==> config.mk <==
export PLATFORM = sky130hd
export DESIGN_NAME = dpfc_ctrl
export DESIGN_NICKNAME = d
export VERILOG_FILES = /design/src/design/dpfc_pkg.sv /design/src/design/dpfc_sync_if.sv /design/src/design/dpfc_ctrl.sv /design/src/design/dpfc_sync.sv
export VERILOG_INCLUDE_DIRS = /design/src /design/src/design
export SDC_FILE = /design/constraint.sdc
export NUM_CORES = 1
export LEC_CHECK = 0
export CORE_UTILIZATION = 30
export CTS_CLUSTER_DIAMETER = 100
export DETAILED_ROUTE_END_ITERATION = 7
export DONT_BUFFER_PORTS = 1
export GPL_ROUTABILITY_DRIVEN = 0
export HOLD_SLACK_MARGIN = 0.02
export PLACE_DENSITY_LB_ADDON = 0.25
export RECOVER_POWER = 50
export SLEW_MARGIN = 20
export SYNTH_ARGS = -nofsm -noshare
export SYNTH_HDL_FRONTEND = slang
export SYNTH_SLANG_ARGS = --single-unit
==> constraint.sdc <==
create_clock -name clk_sys_i -period 4.16 [get_ports clk_sys_i]
set_input_delay 0.624 -clock clk_sys_i [delete_from_list [all_inputs] [get_ports clk_sys_i]]
set_output_delay 0.624 -clock clk_sys_i [all_outputs]
set_load 0.02 [all_outputs]
==> src/design/dpfc_regs.svh <==
// constants of the dac power and fault control block
// assumes the serial command word layout of the dual dac, 24 bits, msb first
// Operation
// - register select 010 writes power control
// - channel a power bit db0, reset clear
// - channel b power bit db2, reset clear
// - unclamped overcurrent powers channel down, clears bit
// - reference power bit db4, reset clear
// - thermal alert db5 read-only, downs both channels
// - channel a overcurrent alert db7 read-only
// - channel b overcurrent alert db9 read-only
// - clear select picks zero, midscale or negative
// - outputs clamped until supplies stable, data written
// - channels start powered down, output grounded
// - clamp mode limits current, flag tracks fault
// - armed thermal shutdown sets alert, reset disarmed
// - clamp enable picks clamp or power-down
// - thermal shutdown arm bit, reset clear
`ifndef DPFC_REGS_SVH
`define DPFC_REGS_SVH

// =====================================================================
// frame layout
`define DPFC_FRAME_BITS 5'h18
`define DPFC_RW_BIT 23
`define DPFC_REG_MSB 21
`define DPFC_REG_LSB 19
`define DPFC_ADR_MSB 18
`define DPFC_ADR_LSB 16

// =====================================================================
// register select and channel address codes
`define DPFC_SEL_DAC 3'h0
`define DPFC_SEL_POWER 3'h2
`define DPFC_SEL_CTRL 3'h3
`define DPFC_ADR_CHAN_A 3'h0
`define DPFC_ADR_CHAN_B 3'h2
`define DPFC_ADR_BOTH 3'h4
`define DPFC_ADR_CTRL_OPT 3'h1

// =====================================================================
// power control bits
`define DPFC_PWR_PU_A 0
`define DPFC_PWR_PU_B 2
`define DPFC_PWR_VREF_POWER_ON 4
`define DPFC_PWR_TSD 5
`define DPFC_PWR_OC_A 7
`define DPFC_PWR_OC_B 9

// =====================================================================
// control option bits
`define DPFC_CTL_SDO_DIS 0
`define DPFC_CTL_CLR_SEL 1
`define DPFC_CTL_CLAMP 2
`define DPFC_CTL_TSD_ARM 3

// =====================================================================
// reset values
`define DPFC_RST_OFF 1'h0
`define DPFC_RST_CLAMP 1'h1

`endif

==> src/design/dpfc_pkg.sv <==
// types shared by the dac power and fault control block
// assumes inclusion before every design file of the block
package dpfc_pkg;
   // =====================================================================
   // frame receiver states, gray along idle, shift, execute
   typedef enum logic [1:0] {
      DPFC_IDLE = 2'h0,
      DPFC_SHIFT = 2'h1,
      DPFC_EXEC = 2'h3
   } dpfc_state_t;

   // =====================================================================
   // level that the clear function drives
   typedef enum logic [1:0] {
      DPFC_CLR_ZERO = 2'h0,
      DPFC_CLR_MID = 2'h1,
      DPFC_CLR_NEG_FULL = 2'h2
   } dpfc_clr_t;
endpackage

==> src/design/dpfc_sync_if.sv <==
// carrier between the input synchroniser and the control block
// assumes both ends run on the system clock
`timescale 1ns/100ps
interface dpfc_sync_if #(parameter int WIDTH = 7);
   logic [WIDTH-1:0] raw;
   logic [WIDTH-1:0] clean;
   modport filter (input raw, output clean);
   modport user (output raw, input clean);
endinterface
==> src/design/dpfc_ctrl.sv <==
// power and fault control of a dual voltage output dac
// assumes serial pins and fault sensors arrive asynchronously; range from same clock
`timescale 1ns/100ps
`include "dpfc_regs.svh"
module dpfc_ctrl
   import dpfc_pkg::*;
(
   // clock and reset
   input wire logic clk_sys_i,
   input wire logic rst_i,
   // serial command pins
   input wire logic sclk_i,
   input wire logic sync_n_i,
   input wire logic sdin_i,
   output logic sdo_o,
   output logic sdo_oe_o,
   // fault sensors and supply monitor
   input wire logic overtemp_i,
   input wire logic chan_a_overcurrent_i,
   input wire logic chan_b_overcurrent_i,
   input wire logic supplies_ok_i,
   // range information
   input wire logic bipolar_range_i,
   // analog controls
   output logic chan_a_power_on_o,
   output logic chan_b_power_on_o,
   output logic vref_power_on_o,
   output logic chan_a_out_clamp_o,
   output logic chan_b_out_clamp_o,
   output dpfc_clr_t clear_level_o,
   // status
   output logic thermal_alert_flag_o,
   output logic chan_a_overcurrent_flag_o,
   output logic chan_b_overcurrent_flag_o
);
   // =====================================================================
   // input synchronisation
   dpfc_sync_if #(.WIDTH(7)) sif ();
   logic sclk_s, sync_n_s, sdin_s, ot_s, oc_a_s, oc_b_s, sup_s;
   // idle-high pins enter inverted, so the cleared filter reads idle, not a false frame
   assign sif.raw = {supplies_ok_i, chan_b_overcurrent_i, chan_a_overcurrent_i,
                     overtemp_i, sdin_i, ~sync_n_i, ~sclk_i};
   assign {sup_s, oc_b_s, oc_a_s, ot_s, sdin_s} = sif.clean[6:2];
   assign sync_n_s = ~sif.clean[1];
   assign sclk_s = ~sif.clean[0];

   dpfc_sync #(.WIDTH(7)) u_sync (
      .clk_sys_i(clk_sys_i),
      .rst_i(rst_i),
      .sif(sif)
   );

   // =====================================================================
   // serial frame receiver
   dpfc_state_t state;
   logic sclk_d;
   logic [4:0] bit_cnt;
   logic [23:0] shift;
   logic sclk_fall, sclk_rise;
   assign sclk_fall = sclk_d & ~sclk_s;
   assign sclk_rise = ~sclk_d & sclk_s;

   always_ff @(posedge clk_sys_i or posedge rst_i) begin
      if (rst_i) begin
         sclk_d <= 1'b1;
      end else begin
         sclk_d <= sclk_s;
      end
   end

   // data valid on the falling sclk edge
   always_ff @(posedge clk_sys_i or posedge rst_i) begin
      if (rst_i) begin
         state <= DPFC_IDLE;
         bit_cnt <= 5'h0;
         shift <= 24'h0;
      end else begin
         unique case (state)
            DPFC_IDLE: begin
               bit_cnt <= 5'h0;
               if (!sync_n_s) begin
                  state <= DPFC_SHIFT;
               end
            end
            DPFC_SHIFT: begin
               if (sync_n_s) begin
                  state <= DPFC_EXEC;
               end else if (sclk_fall) begin
                  shift <= {shift[22:0], sdin_s};
                  // saturate so overlong frames are rejected
                  if (bit_cnt != 5'h1f) begin
                     bit_cnt <= bit_cnt + 5'h1;
                  end
               end
            end
            DPFC_EXEC: begin
               state <= DPFC_IDLE;
            end
            default: begin
               state <= DPFC_IDLE;
            end
         endcase
      end
   end

   // a frame counts only with exactly one word in it
   logic exec_ok, wr_ok, rd_ok;
   logic [2:0] reg_sel, adr_sel;
   assign exec_ok = (state == DPFC_EXEC) && (bit_cnt == `DPFC_FRAME_BITS);
   assign wr_ok = exec_ok && !shift[`DPFC_RW_BIT];
   assign rd_ok = exec_ok && shift[`DPFC_RW_BIT];
   assign reg_sel = shift[`DPFC_REG_MSB:`DPFC_REG_LSB];
   assign adr_sel = shift[`DPFC_ADR_MSB:`DPFC_ADR_LSB];

   logic pwr_wr, ctl_wr, dac_wr_a, dac_wr_b;
   assign pwr_wr = wr_ok && (reg_sel == `DPFC_SEL_POWER);
   assign ctl_wr = wr_ok && (reg_sel == `DPFC_SEL_CTRL) && (adr_sel == `DPFC_ADR_CTRL_OPT);
   assign dac_wr_a = wr_ok && (reg_sel == `DPFC_SEL_DAC)
                     && (adr_sel == `DPFC_ADR_CHAN_A || adr_sel == `DPFC_ADR_BOTH);
   assign dac_wr_b = wr_ok && (reg_sel == `DPFC_SEL_DAC)
                     && (adr_sel == `DPFC_ADR_CHAN_B || adr_sel == `DPFC_ADR_BOTH);

   // =====================================================================
   // control options
   logic sdo_disable, clear_code_select, clamp_enable, thermal_shutdown_arm;
   always_ff @(posedge clk_sys_i or posedge rst_i) begin
      if (rst_i) begin
         sdo_disable <= `DPFC_RST_OFF;
         clear_code_select <= `DPFC_RST_OFF;
         clamp_enable <= `DPFC_RST_CLAMP;
         thermal_shutdown_arm <= `DPFC_RST_OFF;
      end else if (ctl_wr) begin
         sdo_disable <= shift[`DPFC_CTL_SDO_DIS];
         clear_code_select <= shift[`DPFC_CTL_CLR_SEL];
         clamp_enable <= shift[`DPFC_CTL_CLAMP];
         thermal_shutdown_arm <= shift[`DPFC_CTL_TSD_ARM];
      end
   end

   // =====================================================================
   // fault conditions
   logic thermal_trip, oc_kill_a, oc_kill_b;
   assign thermal_trip = thermal_shutdown_arm && ot_s;
   assign oc_kill_a = !clamp_enable && oc_a_s;
   assign oc_kill_b = !clamp_enable && oc_b_s;

   // alert bits follow the condition; writes never reach them
   always_ff @(posedge clk_sys_i or posedge rst_i) begin
      if (rst_i) begin
         thermal_alert_flag_o <= 1'b0;
         chan_a_overcurrent_flag_o <= 1'b0;
         chan_b_overcurrent_flag_o <= 1'b0;
      end else begin
         thermal_alert_flag_o <= thermal_trip;
         chan_a_overcurrent_flag_o <= oc_a_s;
         chan_b_overcurrent_flag_o <= oc_b_s;
      end
   end

   // =====================================================================
   // power-on bits; on channels a and b a fault wins over a host write in the same cycle, reference follows the write only
   always_ff @(posedge clk_sys_i or posedge rst_i) begin
      if (rst_i) begin
         chan_a_power_on_o <= `DPFC_RST_OFF;
         chan_b_power_on_o <= `DPFC_RST_OFF;
         vref_power_on_o <= `DPFC_RST_OFF;
      end else begin
         if (thermal_trip || oc_kill_a) begin
            chan_a_power_on_o <= 1'b0;
         end else if (pwr_wr) begin
            chan_a_power_on_o <= shift[`DPFC_PWR_PU_A];
         end
         if (thermal_trip || oc_kill_b) begin
            chan_b_power_on_o <= 1'b0;
         end else if (pwr_wr) begin
            chan_b_power_on_o <= shift[`DPFC_PWR_PU_B];
         end
         if (pwr_wr) begin
            vref_power_on_o <= shift[`DPFC_PWR_VREF_POWER_ON];
         end
      end
   end

   // =====================================================================
   // output clamp: held until supplies settle and a data word lands
   logic valid_a, valid_b;
   always_ff @(posedge clk_sys_i or posedge rst_i) begin
      if (rst_i) begin
         valid_a <= 1'b0;
         valid_b <= 1'b0;
      end else if (!sup_s) begin
         // a brownout drops back to the clamped start state
         valid_a <= 1'b0;
         valid_b <= 1'b0;
      end else begin
         valid_a <= valid_a | dac_wr_a;
         valid_b <= valid_b | dac_wr_b;
      end
   end

   always_ff @(posedge clk_sys_i or posedge rst_i) begin
      if (rst_i) begin
         chan_a_out_clamp_o <= 1'b1;
         chan_b_out_clamp_o <= 1'b1;
      end else begin
         chan_a_out_clamp_o <= !valid_a || !chan_a_power_on_o;
         chan_b_out_clamp_o <= !valid_b || !chan_b_power_on_o;
      end
   end

   // =====================================================================
   // clear level from select setting and range
   always_ff @(posedge clk_sys_i or posedge rst_i) begin
      if (rst_i) begin
         clear_level_o <= DPFC_CLR_ZERO;
      end else if (!clear_code_select) begin
         clear_level_o <= DPFC_CLR_ZERO;
      end else begin
         clear_level_o <= bipolar_range_i ? DPFC_CLR_NEG_FULL : DPFC_CLR_MID;
      end
   end

   // =====================================================================
   // readback of the power word, shifted out in the next frame
   logic [15:0] power_word;
   logic [23:0] sdo_sh;
   always_comb begin
      power_word = 16'h0;
      power_word[`DPFC_PWR_PU_A] = chan_a_power_on_o;
      power_word[`DPFC_PWR_PU_B] = chan_b_power_on_o;
      power_word[`DPFC_PWR_VREF_POWER_ON] = vref_power_on_o;
      power_word[`DPFC_PWR_TSD] = thermal_alert_flag_o;
      power_word[`DPFC_PWR_OC_A] = chan_a_overcurrent_flag_o;
      power_word[`DPFC_PWR_OC_B] = chan_b_overcurrent_flag_o;
   end

   // only the power word answers a read; other selects return zero data
   always_ff @(posedge clk_sys_i or posedge rst_i) begin
      if (rst_i) begin
         sdo_sh <= 24'h0;
      end else if (rd_ok) begin
         sdo_sh <= {shift[23:16], (reg_sel == `DPFC_SEL_POWER) ? power_word : 16'h0};
      end else if (state == DPFC_SHIFT && sclk_rise) begin
         sdo_sh <= {sdo_sh[22:0], 1'b0};
      end
   end

   always_ff @(posedge clk_sys_i or posedge rst_i) begin
      if (rst_i) begin
         sdo_o <= 1'b0;
         sdo_oe_o <= 1'b0;
      end else begin
         sdo_o <= sdo_sh[23];
         sdo_oe_o <= !sdo_disable && (state == DPFC_SHIFT);
      end
   end

   // =====================================================================
   // checks
   power_write_a: assert property (@(posedge clk_sys_i) disable iff (rst_i)
      pwr_wr && !thermal_trip && !oc_kill_a |=> chan_a_power_on_o == $past(shift[`DPFC_PWR_PU_A]))
      else $error("power write did not reach channel a");
   oc_down_a_a: assert property (@(posedge clk_sys_i) disable iff (rst_i)
      oc_kill_a |=> !chan_a_power_on_o ##1 chan_a_out_clamp_o)
      else $error("channel a stayed on after overcurrent");
   oc_down_b_a: assert property (@(posedge clk_sys_i) disable iff (rst_i)
      oc_kill_b |=> !chan_b_power_on_o ##1 chan_b_out_clamp_o)
      else $error("channel b stayed on after overcurrent");
   thermal_down_a: assert property (@(posedge clk_sys_i) disable iff (rst_i)
      thermal_trip |=> !chan_a_power_on_o && !chan_b_power_on_o && thermal_alert_flag_o)
      else $error("thermal trip did not shut channels");
   oca_flag_a: assert property (@(posedge clk_sys_i) disable iff (rst_i)
      $rose(oc_a_s) |=> chan_a_overcurrent_flag_o)
      else $error("channel a overcurrent flag missed");
   ocb_flag_a: assert property (@(posedge clk_sys_i) disable iff (rst_i)
      $fell(oc_b_s) |=> !chan_b_overcurrent_flag_o)
      else $error("channel b overcurrent flag stuck");
   clear_pick_a: assert property (@(posedge clk_sys_i) disable iff (rst_i)
      clear_code_select && bipolar_range_i && !ctl_wr |=> clear_level_o == DPFC_CLR_NEG_FULL)
      else $error("clear level wrong for bipolar range");
   clamp_hold_a: assert property (@(posedge clk_sys_i) disable iff (rst_i)
      !valid_a |=> chan_a_out_clamp_o)
      else $error("channel a unclamped before valid data");
   clamp_keep_a: assert property (@(posedge clk_sys_i) disable iff (rst_i)
      clamp_enable && oc_a_s && chan_a_power_on_o && !pwr_wr && !thermal_trip
      |=> chan_a_power_on_o)
      else $error("clamp mode powered channel a down");
   disarm_a: assert property (@(posedge clk_sys_i) disable iff (rst_i)
      !thermal_shutdown_arm && !ctl_wr |=> !thermal_alert_flag_o [*2])
      else $error("thermal alert while disarmed");

   power_frame_c: cover property (@(posedge clk_sys_i) disable iff (rst_i) pwr_wr);
   read_frame_c: cover property (@(posedge clk_sys_i) disable iff (rst_i) rd_ok);
   oc_kill_c: cover property (@(posedge clk_sys_i) disable iff (rst_i)
      chan_a_power_on_o && oc_kill_a);
   thermal_c: cover property (@(posedge clk_sys_i) disable iff (rst_i) thermal_trip);
endmodule

==> src/design/dpfc_sync.sv <==
// three-stage input synchroniser with agreement filter
// assumes raw inputs are asynchronous to clk_sys_i
`timescale 1ns/100ps
module dpfc_sync
   import dpfc_pkg::*;
#(
   parameter int WIDTH = 7
) (
   // clock and reset
   input wire logic clk_sys_i,
   input wire logic rst_i,
   // synchroniser carrier
   dpfc_sync_if.filter sif
);
   logic [WIDTH-1:0] stage1;
   logic [WIDTH-1:0] stage2;
   logic [WIDTH-1:0] stage3;

   // =====================================================================
   // stage chain, first stage feeds only the second
   always_ff @(posedge clk_sys_i or posedge rst_i) begin
      if (rst_i) begin
         stage1 <= '0;
         stage2 <= '0;
         stage3 <= '0;
      end else begin
         stage1 <= sif.raw;
         stage2 <= stage1;
         stage3 <= stage2;
      end
   end

   // a change counts once stages two and three agree
   for (genvar i = 0; i < WIDTH; i++) begin : g_bit
      logic held;
      always_ff @(posedge clk_sys_i or posedge rst_i) begin
         if (rst_i) begin
            held <= 1'b0;
         end else if (stage2[i] == stage3[i]) begin
            held <= stage3[i];
         end
      end
      assign sif.clean[i] = held;
   end
endmodule

==> flow_metrics.tcl, run 1 <==
set metrics [dict create \
    status "completed" \
    synth_top_area_share_pct 64.54 \
    synth_top_family_by_area "simple AND/OR/NAND/NOR gates" \
    area.growth.synth_to_final_pct 12.55 \
    drv_cap 0 \
    grt_antenna_before_repair 0 \
    cts_root_buffer "clkbuf_16" \
    synth_cell_types 43 \
    drc 0 \
    grt-ovfl-total 0 \
    multi_input_area_um2 1169 \
    setup_ws_ns 2.209 \
    max_stage_delay_ns 0.50 \
    grtUsageTotal_pct 11.07 \
    syn_avg_cell_area_um2 15.02 \
    die_y_um 114.5 \
    final_cell_mix "98 x dfrtp_1, 29 x mux2_2, 12 x and2_1" \
    core_area_um2 12160 \
    synth_ff_type "dfrtp_1" \
    synth-simple-area-share_pct 10.31 \
    synth-compound-area-share_pct 7.474 \
    finalNonFillerCells 434 \
    drtIter0Drc 113 \
    path_clk_slew_ns 0.07 \
    finalPower_w 0.002110 \
    cts_hold_buffers 0 \
    setup_tns_ns 0 \
    grt_max_degree 79 \
    grt_pass1_vias 2066 \
    min_period_ns 1.951 \
    swShare_pct 26.55 \
    async_reset_ff_share_pct 100.0 \
    r2r-start "state[1]" \
    hp-class "in -> reg" \
    synthesis.area_um2 3800 \
    critPathKind "reg -> reg" \
    dr.pass1.iters 4 \
    io_pins 22 \
    muxShareOfSynthArea_pct 9.911 \
    yosysWarnings 0 \
    r2r_end "sdo_sh[4]" \
    cts_max_path_buffers 2 \
    synthAdderAreaFrac_pct 2.832 \
    required_ns 4.38 \
    cts_buffers 9 \
    pwr-share-comb_pct 8.0 \
    crit_path_start_kind "flip-flop" \
    worst_pin_slew_ns 0.9536 \
    p_leak_nw 1.974 \
    intPower_w 0.001550 \
    hold_path_depth 0 \
    rsz0062_at_grt "false" \
    initial_core_util_pct 31.24 \
    synth_xor_area_share_pct 0.2305 \
    power_density_nw_per_um2 493.3 \
    setup_viol 0 \
    mostFrequentLayoutCell "dfrtp_1" \
    synth_edf_count 0 \
    pre_cts_ws_ns 2.215 \
    io_buffers 0 \
    row_count 40 \
    chipWidth_um 114.5 \
    skew_ns 0.01022 \
    reg2reg_depth 4 \
    tritoncts "built" \
    cp.arrival_ns 2.17 \
    wl_um 6293 \
    clkPwrFrac_pct 37.5 \
    vias 1977 \
    hold_path_end "u_sync.stage1[4]" \
    cp-end-kind "flip-flop" \
    clock_latency_ns 0.34 \
    die_area_um2 13120 \
    period_share_pct 46.89 \
    reg2reg_slack_ns 2.21 \
    postCtsResizedCells 0 \
    hold_start "chan_a_overcurrent_i" \
    grt_pass1_wl_um 10900 \
    p_switching_w 0.0005601 \
    antenna_left 0 \
    cp_max_fo 24 \
    place_inst 418 \
    via_per_inst 4.555 \
    vdd_ir_drop_max_v 0.0002868 \
    nets 274 \
    synth_area_leader_cell "dfrtp_1" \
    worst_path_max_delay_cell "dfrtp_1" \
    finalMaxSlewViolations 0 \
    seqPwrFrac_pct 54.5 \
    hpwl_um 3990 \
    num_antenna_cells 0 \
    htreeDepth 3 \
    n_fill_cell 1158 \
    wl_per_cell_um 14.50 \
    hold_viol 0 \
    holdWs_ns 0.3048 \
    clock_sinks 102 \
    synth_area_leaders "dfrtp_1 65%, mux2_2 8.6%, a221o_1 2.9%" \
    ys_seq_area_share_pct 67.30 \
    cts_setup_buffers 0 \
    synth_nets 266 \
    seq_area_um2 2557 \
    syn_inst 253 \
    fmax_ghz 0.5126 \
    final_layout_size_suffix_gt1_share_pct 22.93 \
    synth-seq-cells 102 \
    path_cells "nor4b_4 > buf_4 > o21ba_2 > a221o_1" \
    maxSlewHeadroom_pct 36.43 \
]
[metal layers]
metal  share of wire [%]  vias up  global-route usage (%)  wire [µm]
met5                   0        -                       0          0
met1                  50      994                   15.08       3126
li1                    -      928                       -          -
met4                 2.2        0                   5.108        138
met2                  43       43                   15.52       2692
met3                 5.3       12                   4.182        336
[layout make-up]
type | instances | share of cell area [%]
inverter | 9 | 0.8484
clock inverter | 7 | 1.317
multi-input combinational | 136 | 27.33
timing repair buffer | 3 | 0.5266
tap | 168 | 4.915
sequential | 102 | 59.80
clock buffer | 9 | 5.266
[stage by stage]
stage	utilization [%]	instance area (µm²)
5_1_grt	35.16	4277
6_report	35.16	4277
2_1_floorplan	-	3800
4_1_cts	35.16	4277
3_5_place_dp	32.85	3995
3_3_place_gp	32.85	3995
[critical path: cells and delay by family (launching register included)]
kind	cells	cell delay [ns]
AO/OA/AOI/OAI	2	0.73
AND/OR/NAND/NOR	1	0.30
buffers and inverters	1	0.29
flip-flops	1	0.50
[cell usage after synthesis (3+ instances only)]
master    instances
maj3_1            7
a22o_1            9
dfstp_2           4
dfrtp_1          98
nor2_1            6
mux2_2           29
nor2b_1           3
nand2_1           8
nand2b_1          4
nand3_1           8
ha_1              3
mux2i_1           5
inv_1             9
and2_1           12
a221o_1          11
[registers in the layout, indices dropped and copies added, names as in the netlist, 2 cells and up]
register / count
state: 2
u_sync.stage1: 7
u_sync.stage3: 7
shift: 24
clear_level_o: 2
bit_cnt: 5
u_sync.stage2: 7
u_sync.g_bit.held: 7
sdo_sh: 24
[cell families after synthesis]
group,after synthesis
buf+inv,15
xor+xnor,1
simple gates,59
flops,102
fa+ha+maj,10
mux,34
compound gates,32
[power groups by stage]
stage / sequential (W) / combinational, W / clock, W
2_1_floorplan: 0.00115 / 0.000144 / 0
3_3_place_gp: 0.00117 / 0.000170 / 0
3_5_place_dp: 0.00117 / 0.000174 / 0
4_1_cts: 0.00115 / 0.000175 / 0.000823
5_1_grt: 0.00116 / 0.000193 / 0.000853
6_report: 0.00115 / 0.000170 / 0.000791
[worst max-delay path by stage]
stage / start / endpoint / slack [ns]
2_1_floorplan: rst_i / bit_cnt[0] / 0.87
5_1_grt: bit_cnt[0] / bit_cnt[3] / 2.09
3_5_place_dp: state[1] / sdo_sh[4] / 2.22
3_3_place_gp: state[1] / sdo_sh[7] / 2.26
6_report: state[1] / sdo_sh[4] / 2.21
4_1_cts: state[1] / sdo_sh[4] / 2.21
(Power assumes the default switching activity.)
==> inputs of run 2 (changes only) <==
--- a/config.mk
+++ b/config.mk
@@ -6,6 +6,7 @@
 export SDC_FILE = /design/constraint.sdc
 export NUM_CORES = 1
 export LEC_CHECK = 0
+export ABC_AREA = 1
 export CORE_UTILIZATION = 30
 export CTS_CLUSTER_DIAMETER = 100
 export DETAILED_ROUTE_END_ITERATION = 7
==> constraint.sdc (replaced) <==
create_clock -name clk_sys_i -period 2 [get_ports clk_sys_i]
set_input_delay 0.3 -clock clk_sys_i [delete_from_list [all_inputs] [get_ports clk_sys_i]]
set_output_delay 0.3 -clock clk_sys_i [all_outputs]
set_load 0.02 [all_outputs]
==> flow_metrics.tcl, run 2 <==
set metrics [dict create \
    worst_path_max_delay_cell "dfrtp_1" \
    row_count 41 \
    swShare_pct 31.32 \
    cp_max_fo 6 \
    multi_input_area_um2 1190 \
    pwr-share-comb_pct 17.0 \
    chipWidth_um 117.1 \
    crit_top_cell "ha_1" \
    setup_ws_ns 0.2449 \
    yosysMostFrequentCell "dfrtp_1" \
    muxShareOfSynthArea_pct 0 \
    clock_latency_ns 0.34 \
    cp.arrival_ns 2.02 \
    dr.pass1.iters 4 \
    ys_seq_area_share_pct 64.34 \
    synth_top_family_by_area "simple AND/OR/NAND/NOR gates" \
    yosysWarnings 0 \
    htreeDepth 3 \
    grt_pass1_vias 2404 \
    synth.top_cells.by_count "98 x dfrtp_1, 88 x nand2_1, 36 x inv_1, 35 x nand3_1, 23 x nor2_1" \
    grtUsageTotal_pct 10.86 \
    die_area_um2 13710 \
    finalPower_w 0.005374 \
    die_y_um 117.1 \
    place_area_um2 4148 \
    skew_ns 0.009747 \
    initial_core_util_pct 31.12 \
    synth-simple-area-share_pct 20.05 \
    reg2reg_slack_ns 0.24 \
    fmax_ghz 0.5698 \
    drtIter0Drc 124 \
    synth_cell_types 29 \
    synthAdderAreaFrac_pct 2.707 \
    nets 398 \
    synth-compound-area-share_pct 7.177 \
    synth_xor_area_share_pct 0 \
    synth_area_leader_cell "dfrtp_1" \
    fin_area_um2 4514 \
    path_cells "ha_1 > nand2_1 > nor2_1 > ha_1 > nor3_4 > o21bai_1 > inv_1 > o21ai_0" \
    num_antenna_cells 0 \
    drc 0 \
    p_leak_nw 2.140 \
    synth-seq-cells 102 \
    rsz0062_at_grt "false" \
    intPower_w 0.003691 \
    drv_cap 0 \
    worst_pin_slew_ns 0.9026 \
    grt_max_degree 66 \
    synth_top_area_share_pct 61.69 \
    hp-class "in -> reg" \
    maxSlewHeadroom_pct 39.50 \
    hpwl_um 4231 \
    cts_root_buffer "clkbuf_16" \
    final_layout_size_suffix_gt1_share_pct 15.38 \
    wl_per_cell_um 11.58 \
    synthesis.area_um2 3975 \
    vdd_ir_drop_max_v 0.0005920 \
    core_area_um2 12770 \
    period_share_pct 87.76 \
    io_buffers 0 \
    area.growth.synth_to_final_pct 13.57 \
    tritoncts "built" \
    path_clk_slew_ns 0.07 \
    grt-ovfl-total 0 \
    synth_area_leaders "dfrtp_1 62%, nand2_1 8.3%, nand3_1 4.4%" \
    n_fill_cell 1299 \
    status "completed" \
    clkPwrFrac_pct 30.8 \
    mostFrequentLayoutCell "dfrtp_1" \
    cts_setup_buffers 0 \
    seqPwrFrac_pct 52.2 \
    cts_buffers 9 \
    cts_max_path_buffers 2 \
    crit_path_start_kind "flip-flop" \
    finalMaxSlewViolations 0 \
    min_period_ns 1.755 \
    clock_sinks 102 \
    grt_pass1_wl_um 11320 \
    setup_viol 0 \
    setup_tns_ns 0 \
    io_pins 22 \
    top_regs "sdo_sh x24, shift x24" \
    postCtsResizedCells 0 \
    power_density_nw_per_um2 1190 \
    critPathKind "reg -> reg" \
    synth_edf_count 0 \
    wl_um 6507 \
    fin_util_pct 35.34 \
    syn_inst 372 \
    required_ns 2.26 \
    p_switching_w 0.001683 \
    via_per_inst 4.342 \
    final_cell_mix "98 x dfrtp_1, 88 x nand2_1, 35 x inv_1, 35 x nand3_1, 23 x nor2_1" \
    cp-end-kind "flip-flop" \
    antenna_left 0 \
    vias 2440 \
    hold_viol 0 \
    async_reset_ff_share_pct 100.0 \
    grt_antenna_before_repair 0 \
    synth_nets 385 \
    syn_avg_cell_area_um2 10.69 \
    max_stage_delay_ns 0.40 \
    seq_area_um2 2557 \
    pre_cts_ws_ns 0.2541 \
    synth_ff_type "dfrtp_1" \
]
==> run 2: final timing paths <==
kind                                         end             start  depth (start not counted)
worst min register to register  u_sync.stage2[1]  u_sync.stage1[1]                          0
worst max-delay path                  bit_cnt[0]        bit_cnt[1]                          8
min in group asynchronous       u_sync.stage1[0]             rst_i                          2
worst min-delay path            clear_level_o[1]   bipolar_range_i                          2
worst max register to register        bit_cnt[0]        bit_cnt[1]                          8
max in group asynchronous                  sdo_o             rst_i                          3
==> run 2: through the flow <==
stage,hold slack (ns),instances
after floorplan,0.3312,372
final,0.05944,562
after global placement,0.2212,537
after detailed placement,0.2242,537
after CTS,0.04430,562
after global routing,0.04157,562
==> run 2: timing repair <==
| action | 4_1_cts | 5_1_grt |
|---|---|---|
| endpoints found under the setup margin | 0 | 0 |
| endpoints found under the hold margin | 24 | 0 |
| hold buffers | 9 | 0 |
==> run 2: power by group through the flow <==
stage                     registers (W)  clock network [W]  logic (W)
after CTS                       0.00281            0.00172   0.000938
after global routing            0.00286            0.00179    0.00106
final                           0.00281            0.00166   0.000912
after floorplan                 0.00276                  0   0.000788
after global placement          0.00284                  0   0.000902
after detailed placement        0.00285                  0   0.000919
==> run 2: final cells by class <==
type / instances / share of cell area (%)
Sequential cell: 102 / 56.65
Tap cell: 172 / 4.767
Inverter: 39 / 3.271
Timing Repair Buffer: 12 / 2.522
Clock buffer: 11 / 5.377
Clock inverter: 5 / 1.053
Multi-Input combinational cell: 221 / 26.36
==> run 2: kinds of logic (layout without fill, tap and decap cells) <==
| group | Yosys count | in the layout |
|---|---|---|
| compound gates | 43 | 43 |
| fa+ha+maj | 10 | 10 |
| simple gates | 168 | 168 |
| flops | 102 | 102 |
| buf+inv | 49 | 67 |
==> run 2: critical path, delay by kind of cell, from the launching register on <==
kind	cells	cell delay [ns]
AOI/OAI and AO/OA	2	0.53
adders and majority gates	2	0.40
buffers and inverters	1	0.10
DFF	1	0.40
and+or+nand+nor	3	0.25
==> run 2: metal layers <==
layer | GRT usage (%) | up-vias | wire length [µm]
met5 | 0 | - | 0
li1 | - | 1221 | -
met1 | 13.87 | 1181 | 3147
met2 | 17.20 | 31 | 3060
met4 | 3.544 | 0 | 80
met3 | 3.862 | 7 | 219
==> inputs of run 3 (changes only) <==
==> constraint.sdc (replaced) <==
create_clock -name clk_sys_i -period 2 [get_ports clk_sys_i]
set_input_delay 0.3 -clock clk_sys_i [delete_from_list [all_inputs] [get_ports clk_sys_i]]
set_output_delay 0.3 -clock clk_sys_i [all_outputs]
set_load 0.05 [all_outputs]
==> flow_metrics.tcl, run 3 (synthesized netlist as in run 2, its figures left out) <==
set metrics [dict create \
    cp-end-kind "flip-flop" \
    cp.arrival_ns 1.94 \
    num_antenna_cells 0 \
    clkPwrFrac_pct 31.9 \
    place_area_um2 4148 \
    grt_max_degree 66 \
    cp_max_fo 6 \
    setup_viol 0 \
    required_ns 2.20 \
    reg2reg_depth 8 \
    core_area_um2 12770 \
    drv_cap 0 \
    drc 0 \
    clock_latency_ns 0.34 \
    cts_root_buffer "clkbuf_16" \
    io_pins 22 \
    rsz0062_at_grt "false" \
    r2r_end "bit_cnt[3]" \
    nets 398 \
    worst_path_max_delay_cell "dfrtp_1" \
    hpwl_um 4264 \
    cts_setup_buffers 0 \
    finalMaxSlewViolations 0 \
    grtUsageTotal_pct 10.90 \
    pwr-share-comb_pct 16.4 \
    path_buf_inv 0 \
    top_regs "sdo_sh x24, shift x24" \
    path_clk_slew_ns 0.07 \
    worst_pin_slew_ns 0.9060 \
    grt_pass1_vias 2386 \
    maxSlewHeadroom_pct 39.27 \
    cts_buffers 9 \
    hold_start "bipolar_range_i" \
    grt_antenna_before_repair 0 \
    hold_path_depth 2 \
    clock_sinks 102 \
    setup_tns_ns 0 \
    area.growth.synth_to_final_pct 14.04 \
    power_density_nw_per_um2 1222 \
    intPower_w 0.003791 \
    vdd_ir_drop_max_v 0.0005112 \
    antenna_left 0 \
    tritoncts "built" \
    crit_path_start_kind "flip-flop" \
    io_buffers 0 \
    use_met2_pct 16.84 \
    skew_ns 0.01008 \
    mostFrequentLayoutCell "dfrtp_1" \
    initial_core_util_pct 31.12 \
    dr.pass1.iters 4 \
    reg2reg_slack_ns 0.26 \
    wl_um 6451 \
    path_cells "ha_1 > nand2_1 > nor2_1 > ha_1 > nor3_4 > o21bai_1 > nand2_1 > o21ai_0" \
    swShare_pct 31.56 \
    p_leak_nw 2.156 \
    die_y_um 117.1 \
    fin_area_um2 4533 \
    cts_max_path_buffers 2 \
    grt.busiest_layer "met2" \
    wl_per_cell_um 11.48 \
    htreeDepth 3 \
    seqPwrFrac_pct 51.7 \
    chipWidth_um 117.1 \
    min_period_ns 1.738 \
    critPathKind "reg -> reg" \
    period_share_pct 86.90 \
    die_area_um2 13710 \
    fmax_ghz 0.5754 \
    hp-class "in -> reg" \
    vias 2374 \
    row_count 41 \
    grt_pass1_wl_um 11340 \
    status "completed" \
    max_stage_delay_ns 0.42 \
    r2r-start "bit_cnt[1]" \
    use_met3_pct 3.399 \
    final_cell_mix "98 x dfrtp_1, 88 x nand2_1, 35 x inv_1, 35 x nand3_1, 23 x nor2_1" \
    final_layout_size_suffix_gt1_share_pct 15.38 \
    grtUsageMet1_pct 14.39 \
    grt-ovfl-total 0 \
    drtIter0Drc 114 \
    cp_top_family "simple AND/OR/NAND/NOR gates" \
    hold_viol 0 \
    hold_path_end "clear_level_o[1]" \
    via_per_inst 4.224 \
    p_switching_w 0.001748 \
]
run 3: cell count changes in the layout (fill, tap and decap cells not counted):
cell,previous run,this run
inv_6,0,2
clkinvlp_4,3,1
clkbuf_8,1,0
bufinv_16,0,1
run 3: worst max-delay path by stage:
stage,cells after the start,from,slack [ns],end
global route,11,bit_cnt[0],0.1,sdo_sh[1]
CTS,8,bit_cnt[1],0.24,bit_cnt[0]
finish,8,bit_cnt[1],0.26,bit_cnt[3]
global placement,8,bit_cnt[1],0.30,bit_cnt[0]
floorplan,1,rst_i,0.49,bit_cnt[0]
detailed placement,8,bit_cnt[1],0.26,bit_cnt[3]
run 3: final cells by class:
cell class,count,area (µm²)
multi-input combinational,221,1190
inverter,39,147.6
clock buffer,10,229.0
tap,172,215.2
timing repair buffer,12,113.9
fill,1283,8240
sequential,102,2557
clock inverter,6,80.08
run 3: what timing repair did:
item                                    in CTS  in global routing
hold endpoints to repair                    24                  0
resized for setup                            0                  0
hold buffers                                 9                  0
endpoints found under the setup margin       0                  0
run 3: through the flow:
stage	setup WS [ns]	hold WS, ns	instances	total power, W	util, %
2_1_floorplan	0.4857	0.3312	372	0.003607	-
5_1_grt	0.09598	0.06178	562	0.005898	35.49
6_report	0.2621	0.06674	562	0.005539	35.49
3_5_place_dp	0.2584	0.2194	537	0.003824	32.47
3_3_place_gp	0.2995	0.2210	537	0.003801	32.47
4_1_cts	0.2351	0.05194	562	0.005639	35.60
run 3: per-layer routing:
| layer | vias to the layer above | routed length (µm) |
|---|---|---|
| met1 | 1127 | 3178 |
| met5 | - | 0 |
| met3 | 7 | 195 |
| met2 | 26 | 2987 |
| met4 | 0 | 89 |
| li1 | 1214 | - |
run 3: power groups by stage:
stage	sequential [W]	combinational, W	clock, W
after floorplan	0.00282	0.000788	0
after global placement	0.00290	0.000902	0
after detailed placement	0.00290	0.000920	0
after CTS	0.00287	0.000938	0.00184
after global routing	0.00292	0.00107	0.00190
final	0.00286	0.000908	0.00177
run 3: worst reg2reg max path: cells and delay by family, from the launching register on:
| family | cells | cell delay, ns |
|---|---|---|
| simple gates | 4 | 0.49 |
| fa+ha+maj | 2 | 0.41 |
| flops | 1 | 0.42 |
| compound gates | 2 | 0.28 |
